File: config.mk
export PLATFORM = sky130hd
export DESIGN_NAME = svof_framer
export DESIGN_NICKNAME = d
export VERILOG_FILES = /design/src/rtl/svof_framer.v
export VERILOG_INCLUDE_DIRS = /design/src /design/src/shared
export SDC_FILE = /design/constraint.sdc
export NUM_CORES = 2
export LEC_CHECK = 0
export ABC_AREA = 0
export BUFFER_PORTS_ARGS = -buffer_cell sky130_fd_sc_hd__buf_2
export CELL_PAD_IN_SITES_DETAIL_PLACEMENT = 1
export CELL_PAD_IN_SITES_GLOBAL_PLACEMENT = 2
export CORE_MARGIN = 10
export CORE_UTILIZATION = 40
export CTS_BUF_LIST = sky130_fd_sc_hd__clkbuf_4 sky130_fd_sc_hd__clkbuf_8 sky130_fd_sc_hd__clkbuf_16
export DETAILED_ROUTE_END_ITERATION = 8
export GPL_TIMING_DRIVEN = 0
export PLACE_DENSITY = 0.86
export SLEW_MARGIN = 20
export SYNTH_ARGS = -nofsm -noshare
export SYNTH_HDL_FRONTEND = slang
export SYNTH_SLANG_ARGS = --single-unit
File: constraint.sdc
create_clock -name ref_clk_i -period 24.4 [get_ports ref_clk_i]
set_input_delay 3.66 -clock ref_clk_i [delete_from_list [all_inputs] [get_ports ref_clk_i]]
set_output_delay 3.66 -clock ref_clk_i [all_outputs]
set_load 0.1 [all_outputs]
File: src/shared/svof_defs.vh
// Purpose: constants of the sensor video output framer
// Assumes: byte-wide register port, 16-bit words as hi/lo byte pairs
// Notes:   clock is 100 MHz; the pixel rate comes from an enable divider
`ifndef SVOF_DEFS_VH
`define SVOF_DEFS_VH

// ----------------------------------------------------------------
// register byte addresses (16-bit words: hi byte at the even address)
// ----------------------------------------------------------------
`define SVOF_A_LINK_SEL   16'h0111
`define SVOF_A_AVG_SEL    16'h0900
`define SVOF_A_STATUS     16'h0005
`define SVOF_A_FRAME_LEN  16'h0340
`define SVOF_A_LINE_LEN   16'h0342
`define SVOF_A_X_START    16'h0344
`define SVOF_A_Y_START    16'h0346
`define SVOF_A_X_END      16'h0348
`define SVOF_A_Y_END      16'h034A
`define SVOF_A_X_OUT      16'h034C
`define SVOF_A_Y_OUT      16'h034E
`define SVOF_A_PIX_DIV    16'h0300
`define SVOF_A_SYS_DIV    16'h0302
`define SVOF_A_PRE_DIV    16'h0304
`define SVOF_A_PLL_MULT   16'h0306
`define SVOF_A_INT_TIME   16'h0202
`define SVOF_A_GAIN       16'h0204

// ----------------------------------------------------------------
// link select values and output kinds
// ----------------------------------------------------------------
`define SVOF_LINK_CCP_DC  2'h0
`define SVOF_LINK_CCP_DS  2'h1
`define SVOF_LINK_CSI     2'h2
`define SVOF_K_BLANK      3'h0
`define SVOF_K_FS         3'h1
`define SVOF_K_LS         3'h2
`define SVOF_K_EMB        3'h3
`define SVOF_K_PIX        3'h4
`define SVOF_K_LE         3'h5
`define SVOF_K_FE         3'h6

// ----------------------------------------------------------------
// reset values, limits, rates
// ----------------------------------------------------------------
`define SVOF_EMB_LINES    16'h0002
`define SVOF_BIN_MIN_LINE 16'h0A50
`define SVOF_X_MAX        16'h050F
`define SVOF_Y_MAX        16'h03CF
`define SVOF_RST_LINE     16'h0A50
`define SVOF_RST_FRAME    16'h03EE
`define SVOF_RST_X_OUT    16'h0510
`define SVOF_RST_Y_OUT    16'h03D0
`define SVOF_RST_MULT     16'h0053
`define SVOF_RST_PIX_DIV  16'h000A
`define SVOF_RST_INT      16'h0010
`define SVOF_CSI_MBPS     800
`define SVOF_CCP_MBPS     640
`define SVOF_CLK_MHZ      100
`endif

File: src/rtl/svof_framer.v
// Purpose: output framer of an image sensor: window readout, 2x2 averaging,
//          output crop/pad, frame markers and blanking for two link kinds
// Assumes: the pixel array answers pix_x_o/pix_y_o combinationally on
//          pixel_i; pixel enables are at least 6 clocks apart
// Notes:   serialisation and line drivers sit outside this block
`timescale 1ns/1ps
`include "svof_defs.vh"
`default_nettype none

module svof_framer #(
    parameter PIX_W = 10
) (
    input  wire             ref_clk_i,
    input  wire             rstn_i,
    input  wire [15:0]      reg_addr_i,
    input  wire [7:0]       reg_wdata_i,
    input  wire             reg_we_i,
    output reg  [7:0]       reg_rdata_o,
    input  wire             stream_i,
    output reg              streaming_o,
    output reg  [10:0]      pix_x_o,
    output reg  [10:0]      pix_y_o,
    input  wire [PIX_W-1:0] pixel_i,
    output reg  [PIX_W-1:0] vid_data_o,
    output reg  [2:0]       vid_kind_o,
    output reg              vid_lp_o,
    output reg  [1:0]       vid_link_o
);

// ----------------------------------------------------------------
// address decode: {valid, hi byte, word index}
// ----------------------------------------------------------------
function [5:0] dec;
    input [15:0] a;
    begin
        if (a == `SVOF_A_LINK_SEL) dec = 6'h20;
        else if (a == `SVOF_A_AVG_SEL) dec = 6'h21;
        else if (a[15:1] == `SVOF_A_LINE_LEN >> 1) dec = {2'b10, a[0] ? 4'h2 : 4'h2} | {1'b0, ~a[0], 4'h0};
        else if (a[15:1] == `SVOF_A_FRAME_LEN >> 1) dec = {1'b1, ~a[0], 4'h3};
        else if (a[15:1] == `SVOF_A_X_START >> 1) dec = {1'b1, ~a[0], 4'h4};
        else if (a[15:1] == `SVOF_A_Y_START >> 1) dec = {1'b1, ~a[0], 4'h5};
        else if (a[15:1] == `SVOF_A_X_END >> 1) dec = {1'b1, ~a[0], 4'h6};
        else if (a[15:1] == `SVOF_A_Y_END >> 1) dec = {1'b1, ~a[0], 4'h7};
        else if (a[15:1] == `SVOF_A_X_OUT >> 1) dec = {1'b1, ~a[0], 4'h8};
        else if (a[15:1] == `SVOF_A_Y_OUT >> 1) dec = {1'b1, ~a[0], 4'h9};
        else if (a[15:1] == `SVOF_A_PRE_DIV >> 1) dec = {1'b1, ~a[0], 4'hA};
        else if (a[15:1] == `SVOF_A_PLL_MULT >> 1) dec = {1'b1, ~a[0], 4'hB};
        else if (a[15:1] == `SVOF_A_SYS_DIV >> 1) dec = {1'b1, ~a[0], 4'hC};
        else if (a[15:1] == `SVOF_A_PIX_DIV >> 1) dec = {1'b1, ~a[0], 4'hD};
        else if (a[15:1] == `SVOF_A_INT_TIME >> 1) dec = {1'b1, ~a[0], 4'hE};
        else if (a[15:1] == `SVOF_A_GAIN >> 1) dec = {1'b1, ~a[0], 4'hF};
        else dec = 6'h00;
    end
endfunction

// reset value of each word
function [15:0] rst_val;
    input [3:0] i;
    begin
        case (i)
            4'h0:    rst_val = {14'h0000, `SVOF_LINK_CSI};
            4'h2:    rst_val = `SVOF_RST_LINE;
            4'h3:    rst_val = `SVOF_RST_FRAME;
            4'h6:    rst_val = `SVOF_X_MAX;
            4'h7:    rst_val = `SVOF_Y_MAX;
            4'h8:    rst_val = `SVOF_RST_X_OUT;
            4'h9:    rst_val = `SVOF_RST_Y_OUT;
            4'hA:    rst_val = 16'h0001;
            4'hB:    rst_val = `SVOF_RST_MULT;
            4'hC:    rst_val = 16'h0001;
            4'hD:    rst_val = `SVOF_RST_PIX_DIV;
            4'hE:    rst_val = `SVOF_RST_INT;
            default: rst_val = 16'h0000;
        endcase
    end
endfunction

// ----------------------------------------------------------------
// shadow registers written by the host, active copies used by logic
// ----------------------------------------------------------------
reg  [15:0] shd_q [0:15];
reg  [15:0] act_q [0:15];
reg  [7:0]  frame_cnt_q;
wire [5:0]  wdec = dec(reg_addr_i);
wire [5:0]  rdec = dec(reg_addr_i);
wire [15:0] rword = shd_q[rdec[3:0]];
integer     i;

// byte writes into the shadow words
always @(posedge ref_clk_i) begin
    if (!rstn_i) begin
        for (i = 0; i < 16; i = i + 1) begin
            shd_q[i] <= rst_val(i[3:0]);
        end
    end else if (reg_we_i && wdec[5]) begin
        if (wdec[4]) begin
            shd_q[wdec[3:0]][15:8] <= reg_wdata_i;
        end else begin
            shd_q[wdec[3:0]][7:0] <= reg_wdata_i;
        end
    end
end

// read data: shadow words, frame counter, zero elsewhere
always @(posedge ref_clk_i) begin
    if (!rstn_i) begin
        reg_rdata_o <= 8'h00;
    end else if (reg_addr_i == `SVOF_A_STATUS) begin
        reg_rdata_o <= frame_cnt_q;
    end else if (rdec[5]) begin
        reg_rdata_o <= rdec[4] ? rword[15:8] : rword[7:0];
    end else begin
        reg_rdata_o <= 8'h00;
    end
end

// ----------------------------------------------------------------
// pixel clock enable: fractional divider on the external clock
// ----------------------------------------------------------------
reg  [23:0] pacc_q;
reg         pix_en_q;
wire [23:0] pdiv = act_q[10][7:0] * act_q[12][7:0] * act_q[13][7:0];
wire [23:0] pdiv1 = (pdiv == 24'h000000) ? 24'h000001 : pdiv;
wire [23:0] pacc_d = pacc_q + {8'h00, act_q[11]};

// one enable per period of the pixel clock, at most one per cycle
always @(posedge ref_clk_i) begin
    if (!rstn_i || !streaming_o) begin
        pacc_q   <= 24'h000000;
        pix_en_q <= 1'b0;
    end else if (pacc_d >= pdiv1) begin
        pacc_q   <= (pacc_d - pdiv1 >= pdiv1) ? 24'h000000 : pacc_d - pdiv1;
        pix_en_q <= 1'b1;
    end else begin
        pacc_q   <= pacc_d;
        pix_en_q <= 1'b0;
    end
end

// ----------------------------------------------------------------
// frame timing counters
// ----------------------------------------------------------------
reg  [15:0] col_q;
reg  [15:0] row_q;
reg         stream_q;
wire        bin = act_q[1][0];
wire [15:0] line_len = (bin && act_q[2] < `SVOF_BIN_MIN_LINE) ?
                       `SVOF_BIN_MIN_LINE : act_q[2];
wire        line_end = (col_q >= line_len - 16'h0001);
wire        frm_end = line_end && (row_q >= act_q[3] - 16'h0001);
wire        frm_start = pix_en_q && frm_end;
wire        go = stream_i && !stream_q;
integer     k;

// streaming state; pll and link set taken at the stream start only
always @(posedge ref_clk_i) begin
    if (!rstn_i) begin
        stream_q    <= 1'b0;
        streaming_o <= 1'b0;
        frame_cnt_q <= 8'h00;
        for (k = 0; k < 16; k = k + 1) begin
            act_q[k] <= rst_val(k[3:0]);
        end
    end else begin
        stream_q    <= stream_i;
        streaming_o <= stream_i;
        if (go) begin
            for (k = 0; k < 16; k = k + 1) begin
                act_q[k] <= shd_q[k];
            end
        end else if (frm_start) begin
            frame_cnt_q <= frame_cnt_q + 8'h01;
            for (k = 1; k < 10; k = k + 1) begin
                act_q[k] <= shd_q[k];
            end
            act_q[14] <= shd_q[14];
            act_q[15] <= shd_q[15];
        end
    end
end

// column and row counters in pixel clocks and lines
always @(posedge ref_clk_i) begin
    if (!rstn_i || go || !stream_i) begin
        col_q <= 16'h0000;
        row_q <= 16'h0000;
    end else if (pix_en_q) begin
        col_q <= line_end ? 16'h0000 : col_q + 16'h0001;
        if (frm_end) begin
            row_q <= 16'h0000;
        end else if (line_end) begin
            row_q <= row_q + 16'h0001;
        end
    end
end

// ----------------------------------------------------------------
// array fetch: one sample, or four in 2x2 averaging
// ----------------------------------------------------------------
reg  [2:0]  fcnt_q;
reg  [11:0] facc_q;
reg  [11:0] fres_q;
reg         fpad_q;
reg         fpad_res_q;
wire [15:0] ox = col_q - 16'h0001;
wire [15:0] oy = row_q - `SVOF_EMB_LINES;
wire [15:0] step = bin ? 16'h0002 : 16'h0001;
wire [2:0]  nsamp = bin ? 3'h4 : 3'h1;
wire [1:0]  ph = fcnt_q[1:0] - 2'h1;
wire [15:0] ax = act_q[4] + ox * step + {15'h0000, bin & ph[0]};
wire [15:0] ay = act_q[5] + oy * step + {15'h0000, bin & ph[1]};
wire        opad = (ax > act_q[6]) || (ay > act_q[7]);
// clamp to the addressable array before cutting to the port width
wire [15:0] ax_c = (ax > `SVOF_X_MAX) ? `SVOF_X_MAX : ax;
wire [15:0] ay_c = (ay > `SVOF_Y_MAX) ? `SVOF_Y_MAX : ay;

// fetch window pixels, clamped to the addressable array
always @(posedge ref_clk_i) begin
    if (!rstn_i) begin
        fcnt_q     <= 3'h0;
        facc_q     <= 12'h000;
        fres_q     <= 12'h000;
        fpad_q     <= 1'b0;
        fpad_res_q <= 1'b0;
        pix_x_o    <= 11'h000;
        pix_y_o    <= 11'h000;
    end else if (pix_en_q) begin
        fcnt_q     <= 3'h1;
        facc_q     <= 12'h000;
        fres_q     <= facc_q;
        fpad_res_q <= fpad_q;
        fpad_q     <= 1'b0;
    end else if (fcnt_q != 3'h0) begin
        if (fcnt_q <= nsamp) begin
            pix_x_o <= ax_c[10:0];
            pix_y_o <= ay_c[10:0];
            fpad_q  <= fpad_q | opad;
        end
        if (fcnt_q >= 3'h2) begin
            facc_q <= facc_q + (bin ? {2'b00, pixel_i} : {pixel_i, 2'b00});
        end
        fcnt_q <= (fcnt_q > nsamp) ? 3'h0 : fcnt_q + 3'h1;
    end
end

// ----------------------------------------------------------------
// output stream: markers, embedded lines, pixels, blanking
// ----------------------------------------------------------------
wire [15:0] yo = act_q[9];
wire [15:0] xo = act_q[8];
wire [15:0] vis_rows = `SVOF_EMB_LINES + yo;
wire        in_frame = row_q < vis_rows;
wire        last_row = (row_q == vis_rows - 16'h0001);
wire [15:0] dcol = col_q - 16'h0002;
wire        ccp = act_q[0][1:0] != `SVOF_LINK_CSI;
reg  [PIX_W-1:0] emb;

// embedded content: integration time then gain of this frame
always @* begin
    case (dcol)
        16'h0000: emb = {{(PIX_W-8){1'b0}}, act_q[14][15:8]};
        16'h0001: emb = {{(PIX_W-8){1'b0}}, act_q[14][7:0]};
        16'h0002: emb = {{(PIX_W-8){1'b0}}, act_q[15][15:8]};
        16'h0003: emb = {{(PIX_W-8){1'b0}}, act_q[15][7:0]};
        default:  emb = {PIX_W{1'b0}};
    endcase
end

// per pixel clock: one symbol of the selected link
always @(posedge ref_clk_i) begin
    if (!rstn_i) begin
        vid_data_o <= {PIX_W{1'b0}};
        vid_kind_o <= `SVOF_K_BLANK;
        vid_lp_o   <= 1'b1;
        vid_link_o <= `SVOF_LINK_CSI;
    end else if (!streaming_o) begin
        vid_kind_o <= `SVOF_K_BLANK;
        vid_lp_o   <= 1'b1;
        vid_data_o <= {PIX_W{1'b1}};
        vid_link_o <= act_q[0][1:0];
    end else if (pix_en_q) begin
        vid_link_o <= act_q[0][1:0];
        if (in_frame && col_q == 16'h0000) begin
            vid_kind_o <= (row_q == 16'h0000) ? `SVOF_K_FS : `SVOF_K_LS;
            vid_lp_o   <= 1'b0;
            vid_data_o <= {PIX_W{1'b0}};
        end else if (in_frame && col_q >= 16'h0002 &&
                     dcol < xo) begin
            vid_lp_o <= 1'b0;
            if (row_q < `SVOF_EMB_LINES) begin
                vid_kind_o <= `SVOF_K_EMB;
                vid_data_o <= emb;
            end else begin
                vid_kind_o <= `SVOF_K_PIX;
                vid_data_o <= fpad_res_q ? {PIX_W{1'b0}} :
                              fres_q[PIX_W+1:2];
            end
        end else if (in_frame && dcol == xo) begin
            vid_kind_o <= last_row ? `SVOF_K_FE : `SVOF_K_LE;
            vid_lp_o   <= 1'b0;
            vid_data_o <= {PIX_W{1'b0}};
        end else begin
            vid_kind_o <= `SVOF_K_BLANK;
            vid_lp_o   <= ~ccp;
            vid_data_o <= {PIX_W{1'b1}};
        end
    end else if (vid_kind_o == `SVOF_K_BLANK) begin
        // stream start: show the new link before the first pixel enable
        vid_link_o <= act_q[0][1:0];
        vid_lp_o   <= ~ccp;
    end
end

endmodule
`default_nettype wire

# Word-level counts from Yosys, hierarchy flattened
# Memories as Yosys holds them, arrays and structs flattened.
# Cells that the tools add are included.
[word_totals]
reg_bits = 141
ramBits = 512
in_bits = 38
out_inout_bits = 47
mem_count = 2
[memory_table]
columns = ["name", "depth", "width", "read_ports", "rd_ports_with_merged_regs", "wr", "line_no", "rtl"]
rows = [
  ["act_q", 16, 16, 16, 0, 16, "svof_framer.v:82", "reg [15:0] act_q [0:15];"],
  ["shd_q", 16, 16, 17, 0, 16, "svof_framer.v:81", "reg [15:0] shd_q [0:15];"],
]
[op_classes]
add_sub_neg = 19
n_mul = 4
order_cmp = 16
n_eq_ne = 25
n_mux = 115
bitwise = 35
reduce_logical = 33
[op_table]
columns = ["op", "count"]
rows = [
  ["two-way mux 16 bit", 44],
  ["== test 15 x 9 -> 1 bit (second input constant)", 14],
  ["two-way mux 6 bit", 16],
  ["two-way mux 24 bit", 3],
  ["two-way mux 10 bit", 7],
  ["subtractor 16 x 1 -> 16 bit (second input constant)", 4],
  [">= comparator 24 bit", 2],
  ["zero test 16 bit", 3],
  ["adder 16 x 1 -> 16 bit", 2],
  ["adder 16 x 1 -> 16 bit (second input constant)", 2],
  ["adder 16 bit", 2],
  ["== test 16 bit", 2],
  ["== test 16 x 2 -> 1 bit (second input constant)", 2],
  [">= comparator 16 bit", 2],
  ["greater-than comparator 16 bit", 2],
  ["less-than comparator 16 bit", 2],
  ["multiplier 16 x 2 -> 16 bit", 2],
  ["case mux 8 bit (4 select lines)", 1],
  ["subtractor 16 x 2 -> 16 bit (second input constant)", 2],
  ["OR 1 bit", 28],
  ["adder 24 x 16 -> 24 bit", 1],
  ["zero test 24 bit", 1],
  ["multiplier 16 x 8 -> 24 bit", 1],
  ["two-way mux 1 bit", 24],
  ["other kinds (39)", 78],
]

# Longest topological paths before layout
[depth]
ltp_word = 23
ltp_mapped = 55
mapped_depth_nobuf = 53

# Worst setup path after synthesis
# OpenSTA, ideal clock, no wires.
[synth_path]
path_kind = "register to register"
start = "memory act_q[10][0], in the netlist act_q[0][160]"
end = "register pacc_q[15]"
setup_ps = 64
t_arrival_ps = 12065
required_time_ps = 24336
path_slack_ps = 12271
stages_incl_launch_ff = 52
n_path_buf = 1
period_less_slack_ps = 12129
path_cell_list = "dfxtp_1 clkbuf_1 nand2_1 fa_1 fa_1 inv_1 fa_1 inv_1 fa_1 inv_1 ha_1 inv_1 o21bai_1 a21oi_1 o21ba_2 o21ai_0 nor2_1 xnor2_1 [... 16 more ...] and4_1 a31o_2 ha_1 fa_1 nand2b_1 a21oi_1 a211oi_1 o221ai_1 o21a_1 nor2_1 xnor2_1 ha_1 a2111oi_0 nand2_1 a211o_1 a221o_1 nor3_1 a32o_1"
[synth_lines]
columns = ["element", "line_no", "rtl"]
rows = [
  ["from (decl)", "svof_framer.v:82", ""],
  ["to (signal assigned)", "svof_framer.v:132", "pacc_q <= (pacc_d - pdiv1 >= pdiv1) ? 24'h000000 : pacc_d - pdiv1;"],
  ["to (signal assigned)", "svof_framer.v:135", "pacc_q <= pacc_d;"],
  ["to (decl)", "svof_framer.v:120", "reg [23:0] pacc_q;"],
]

==> flow_summary.json <==
{
  "setup_tns_ns": 0,
  "crit_type": "flop to flop",
  "cts_max_path_buffers": 3,
  "grt_antenna_before_repair": 10,
  "post-place-ws_ns": 8.98,
  "routabilityCongestion": 1.03,
  "hold_depth": 2,
  "p_leak_nw": 18.8,
  "htree_num_levels": 3,
  "finalSetupViolations": 0,
  "path_buf_inv": 8,
  "power_density_nw_per_um2": 75.2,
  "cp.depth": 51,
  "globalRouteMet1Util_pct": 36.3,
  "insertion_delay_ns": 0.67,
  "cts_resized": 0,
  "rsz0062_at_grt": "no",
  "grt.busiest_layer": "met2",
  "drc": 0,
  "drv_cap": 0,
  "post_cts.repair.setup_buffers": 0,
  "ys_types": 95,
  "fin_ws_ns": 9.31,
  "run_status": "completed",
  "r2r_end": "pacc_q[15]",
  "cp_max_fo": 10,
  "synth_flop_cell": "edfxtp_1",
  "die_w_um": 344,
  "async_flop_share_pct": 0,
  "reg2reg_depth": 51,
  "crit_family": "adder cells",
  "cpPeakStageDelay_ns": 0.80,
  "ys_warn_count": 0,
  "cts-root-buf": "clkbuf_16",
  "start_kind": "flop",
  "ys_ff_latch": 598,
  "required_ns": 24.99,
  "io_pins": 85,
  "hold_viol": 0,
  "area_growth_pct": 11.2,
  "critPathArrivalTime_ns": 15.68,
  "syn-cell-area_um2": 42000,
  "core_area_um2": 104000,
  "endpoint_kind": "flop",
  "skew_ns": 0.0342,
  "grt-ovfl-total": 0,
  "fillers": 11900,
  "worstReg2RegStart": "act_q[0][160]",
  "ys_seq_area_share_pct": 38.5,
  "r2r_slack_ns": 9.31,
  "fp.dieArea_um2": 118000,
  "antenna_left": 0,
  "syn_area_per_cell_um2": 9.60,
  "slew_viol_final": 0,
  "io_buffers": 76,
  "tritoncts": "yes",
  "initial_utilization_pct": 40.4,
  "finalInstanceArea_um2": 46700,
  "crit_path_frequent_cell": "fa_1",
  "cpMaxStageDelayCell": "a2111oi_0",
  "cts.clk_slew.worst_paths_ns": 0.06,
  "worst_pin_slew_ns": 1.20,
  "cts_buffers": 71,
  "vias_per_cell": 5.86,
  "max_freq_mhz": 66.3,
  "grt_util_all_layers_pct": 25.8,
  "hp-class": "flop to flop",
  "vias": 35100,
  "cts_hold_buf": 0,
  "grt_max_degree": 58,
  "max_slew_margin_pct": 20.3,
  "wl_per_cell_um": 26.2,
  "timing.hold.ws_ns": 0.465,
  "die_h_um": 344,
  "place_area_um2": 44300,
  "fin_crit_sh_pct": 61.9,
  "grt_pass1_vias": 35100,
  "hp-start": "facc_q[0]",
  "dp_hpwl_mm": 123,
  "synth-edff-count": 419,
  "min_period_ns": 15.09,
  "holdPathEnd": "facc_q[0]",
  "layout-drive-gt1-share_pct": 7.53,
  "rows": 118,
  "grt_first_pass_wirelength_mm": 231,
  "syn-instance-count": 4374,
  "cts.sinks": 598,
  "use_met2_pct": 39.8,
  "drt_iter0_drc": 3431,
  "wl_mm": 157,
  "nets": 5038,
  "vdd_drop_max_mv": 0.0561,
  "firstDrtPassIters": 6,
  "grt_use_met3_pct": 3.94
}
==> cells by family (layout without fill, tap and decap cells) <==
logic type / count (synthesis) / in the layout / share of synthesized area [%]
AOI/OAI and AO/OA: 742 / 742 / 12.2
xor gates and xnor gates: 212 / 212 / 4.59
adders and majority gates: 459 / 459 / 15.9
buffers and inverters: 522 / 729 / 4.78
DFF: 598 / 598 / 38.5
muxes: 87 / 87 / 2.26
other: 1 / 21 / 0.00893
and+or+nand+nor: 1753 / 1753 / 21.8
==> layout by cell type (no fill, tap or decap), drive strengths merged, types with 59 or more instances in the layout <==
cell | netlist | routed
nand2 | 416 | 416
and2 | 285 | 285
mux2i | 70 | 70
clkbuf | 200 | 294
ha | 333 | 333
nor2 | 266 | 266
nor3 | 120 | 120
inv | 273 | 276
buf | 46 | 125
dfxtp | 179 | 179
nand3 | 126 | 126
xnor2 | 141 | 141
o21ai | 133 | 133
fa | 126 | 126
edfxtp | 419 | 419
and3 | 59 | 59
a21oi | 172 | 172
nor2b | 161 | 161
xor2 | 66 | 66
==> per-layer routing <==
layer	share of wire, %	up-vias
li1	-	15800
met1	44	17500
met2	44	1443
met3	8.0	298
met4	4.2	0
met5	0	-
==> tightest hold or removal path, delay by kind of cell (launching register included) <==
family / cells / cell delay, ns
compound gates: 1 / 0.05
flops: 1 / 0.31
simple gates: 1 / 0.06
==> flip-flops by register name, indices dropped and copies added (netlist names), 8 cells and up <==
signal       cells
act_q          203
col_q           16
facc_q          12
frame_cnt_q      8
fres_q          10
pacc_q          24
pix_x_o         11
pix_y_o         11
reg_rdata_o      8
row_q           16
shd_q          256
vid_data_o      10
==> synthesized netlist by cell type (11+ instances only) <==
cell type,count,area [um2]
nor2b_1,161,1010
edfxtp_1,419,12600
a21o_1,56,420
inv_1,273,1020
o21a_1,41,308
a31oi_1,35,219
o21ai_0,130,651
or4_1,14,105
o31ai_1,18,135
nand3_1,126,631
a211oi_1,22,165
buf_2,26,130
dfxtp_1,179,3580
nand2b_1,53,332
o22ai_1,12,75.1
clkbuf_1,199,747
or2_2,49,307
a21boi_0,12,90.1
nor2_1,264,991
nand4_1,50,313
xor2_1,66,578
nor3_1,113,566
fa_1,126,2520
nor3b_1,18,135
ha_1,333,4170
nand2_1,416,1560
o21bai_1,15,113
buf_1,17,63.8
mux2_2,12,135
a22oi_1,11,82.6
nor4_1,54,338
or3_1,38,238
xnor2_1,141,1230
a21oi_1,171,856
a22o_1,50,438
and2_1,285,1780
o221a_2,14,158
o211ai_1,14,105
and3_1,59,369
mux2i_1,70,701
==> area by class of cell <==
type	count	area (um2)	area share, %
Sequential cell	598	16200	34.6
Inverter	276	1040	2.22
Clock inverter	34	395	0.846
Clock buffer	94	2030	4.34
Tap cell	1380	1730	3.70
Antenna cell	5	12.5	0.0268
Timing Repair Buffer	79	443	0.948
Multi-Input combinational cell	3269	23900	51.2
Buffer	246	976	2.09
==> report_power, final <==
group | internal [mW] | total, mW | switching (mW)
clock network | 0.638 | 1.11 | 0.472
logic | 0.436 | 1.19 | 0.750
registers | 1.15 | 1.22 | 0.0607
total | 2.23 | 3.51 | 1.28
==> worst max-delay path by stage <==
stage | start | end | slack (ns)
floorplan | act_q[0][160] | pacc_q[15] | 12.27
global placement | act_q[0][160] | pacc_q[15] | 9.05
detailed placement | act_q[0][160] | pacc_q[15] | 8.98
CTS | act_q[0][160] | pacc_q[15] | 8.92
global route | act_q[0][160] | pacc_q[0] | 8.22
finish | act_q[0][160] | pacc_q[15] | 9.31
==> metrics by stage <==
step,power (mW),utilization [%],std cells
CTS,3.50,44.9,5976
finish,3.51,44.9,5981
global placement,2.37,42.5,5845
floorplan,2.06,-,4389
global route,3.69,44.9,5976
detailed placement,2.40,42.6,5848
No activity file was read; power rests on OpenSTA's default activity.
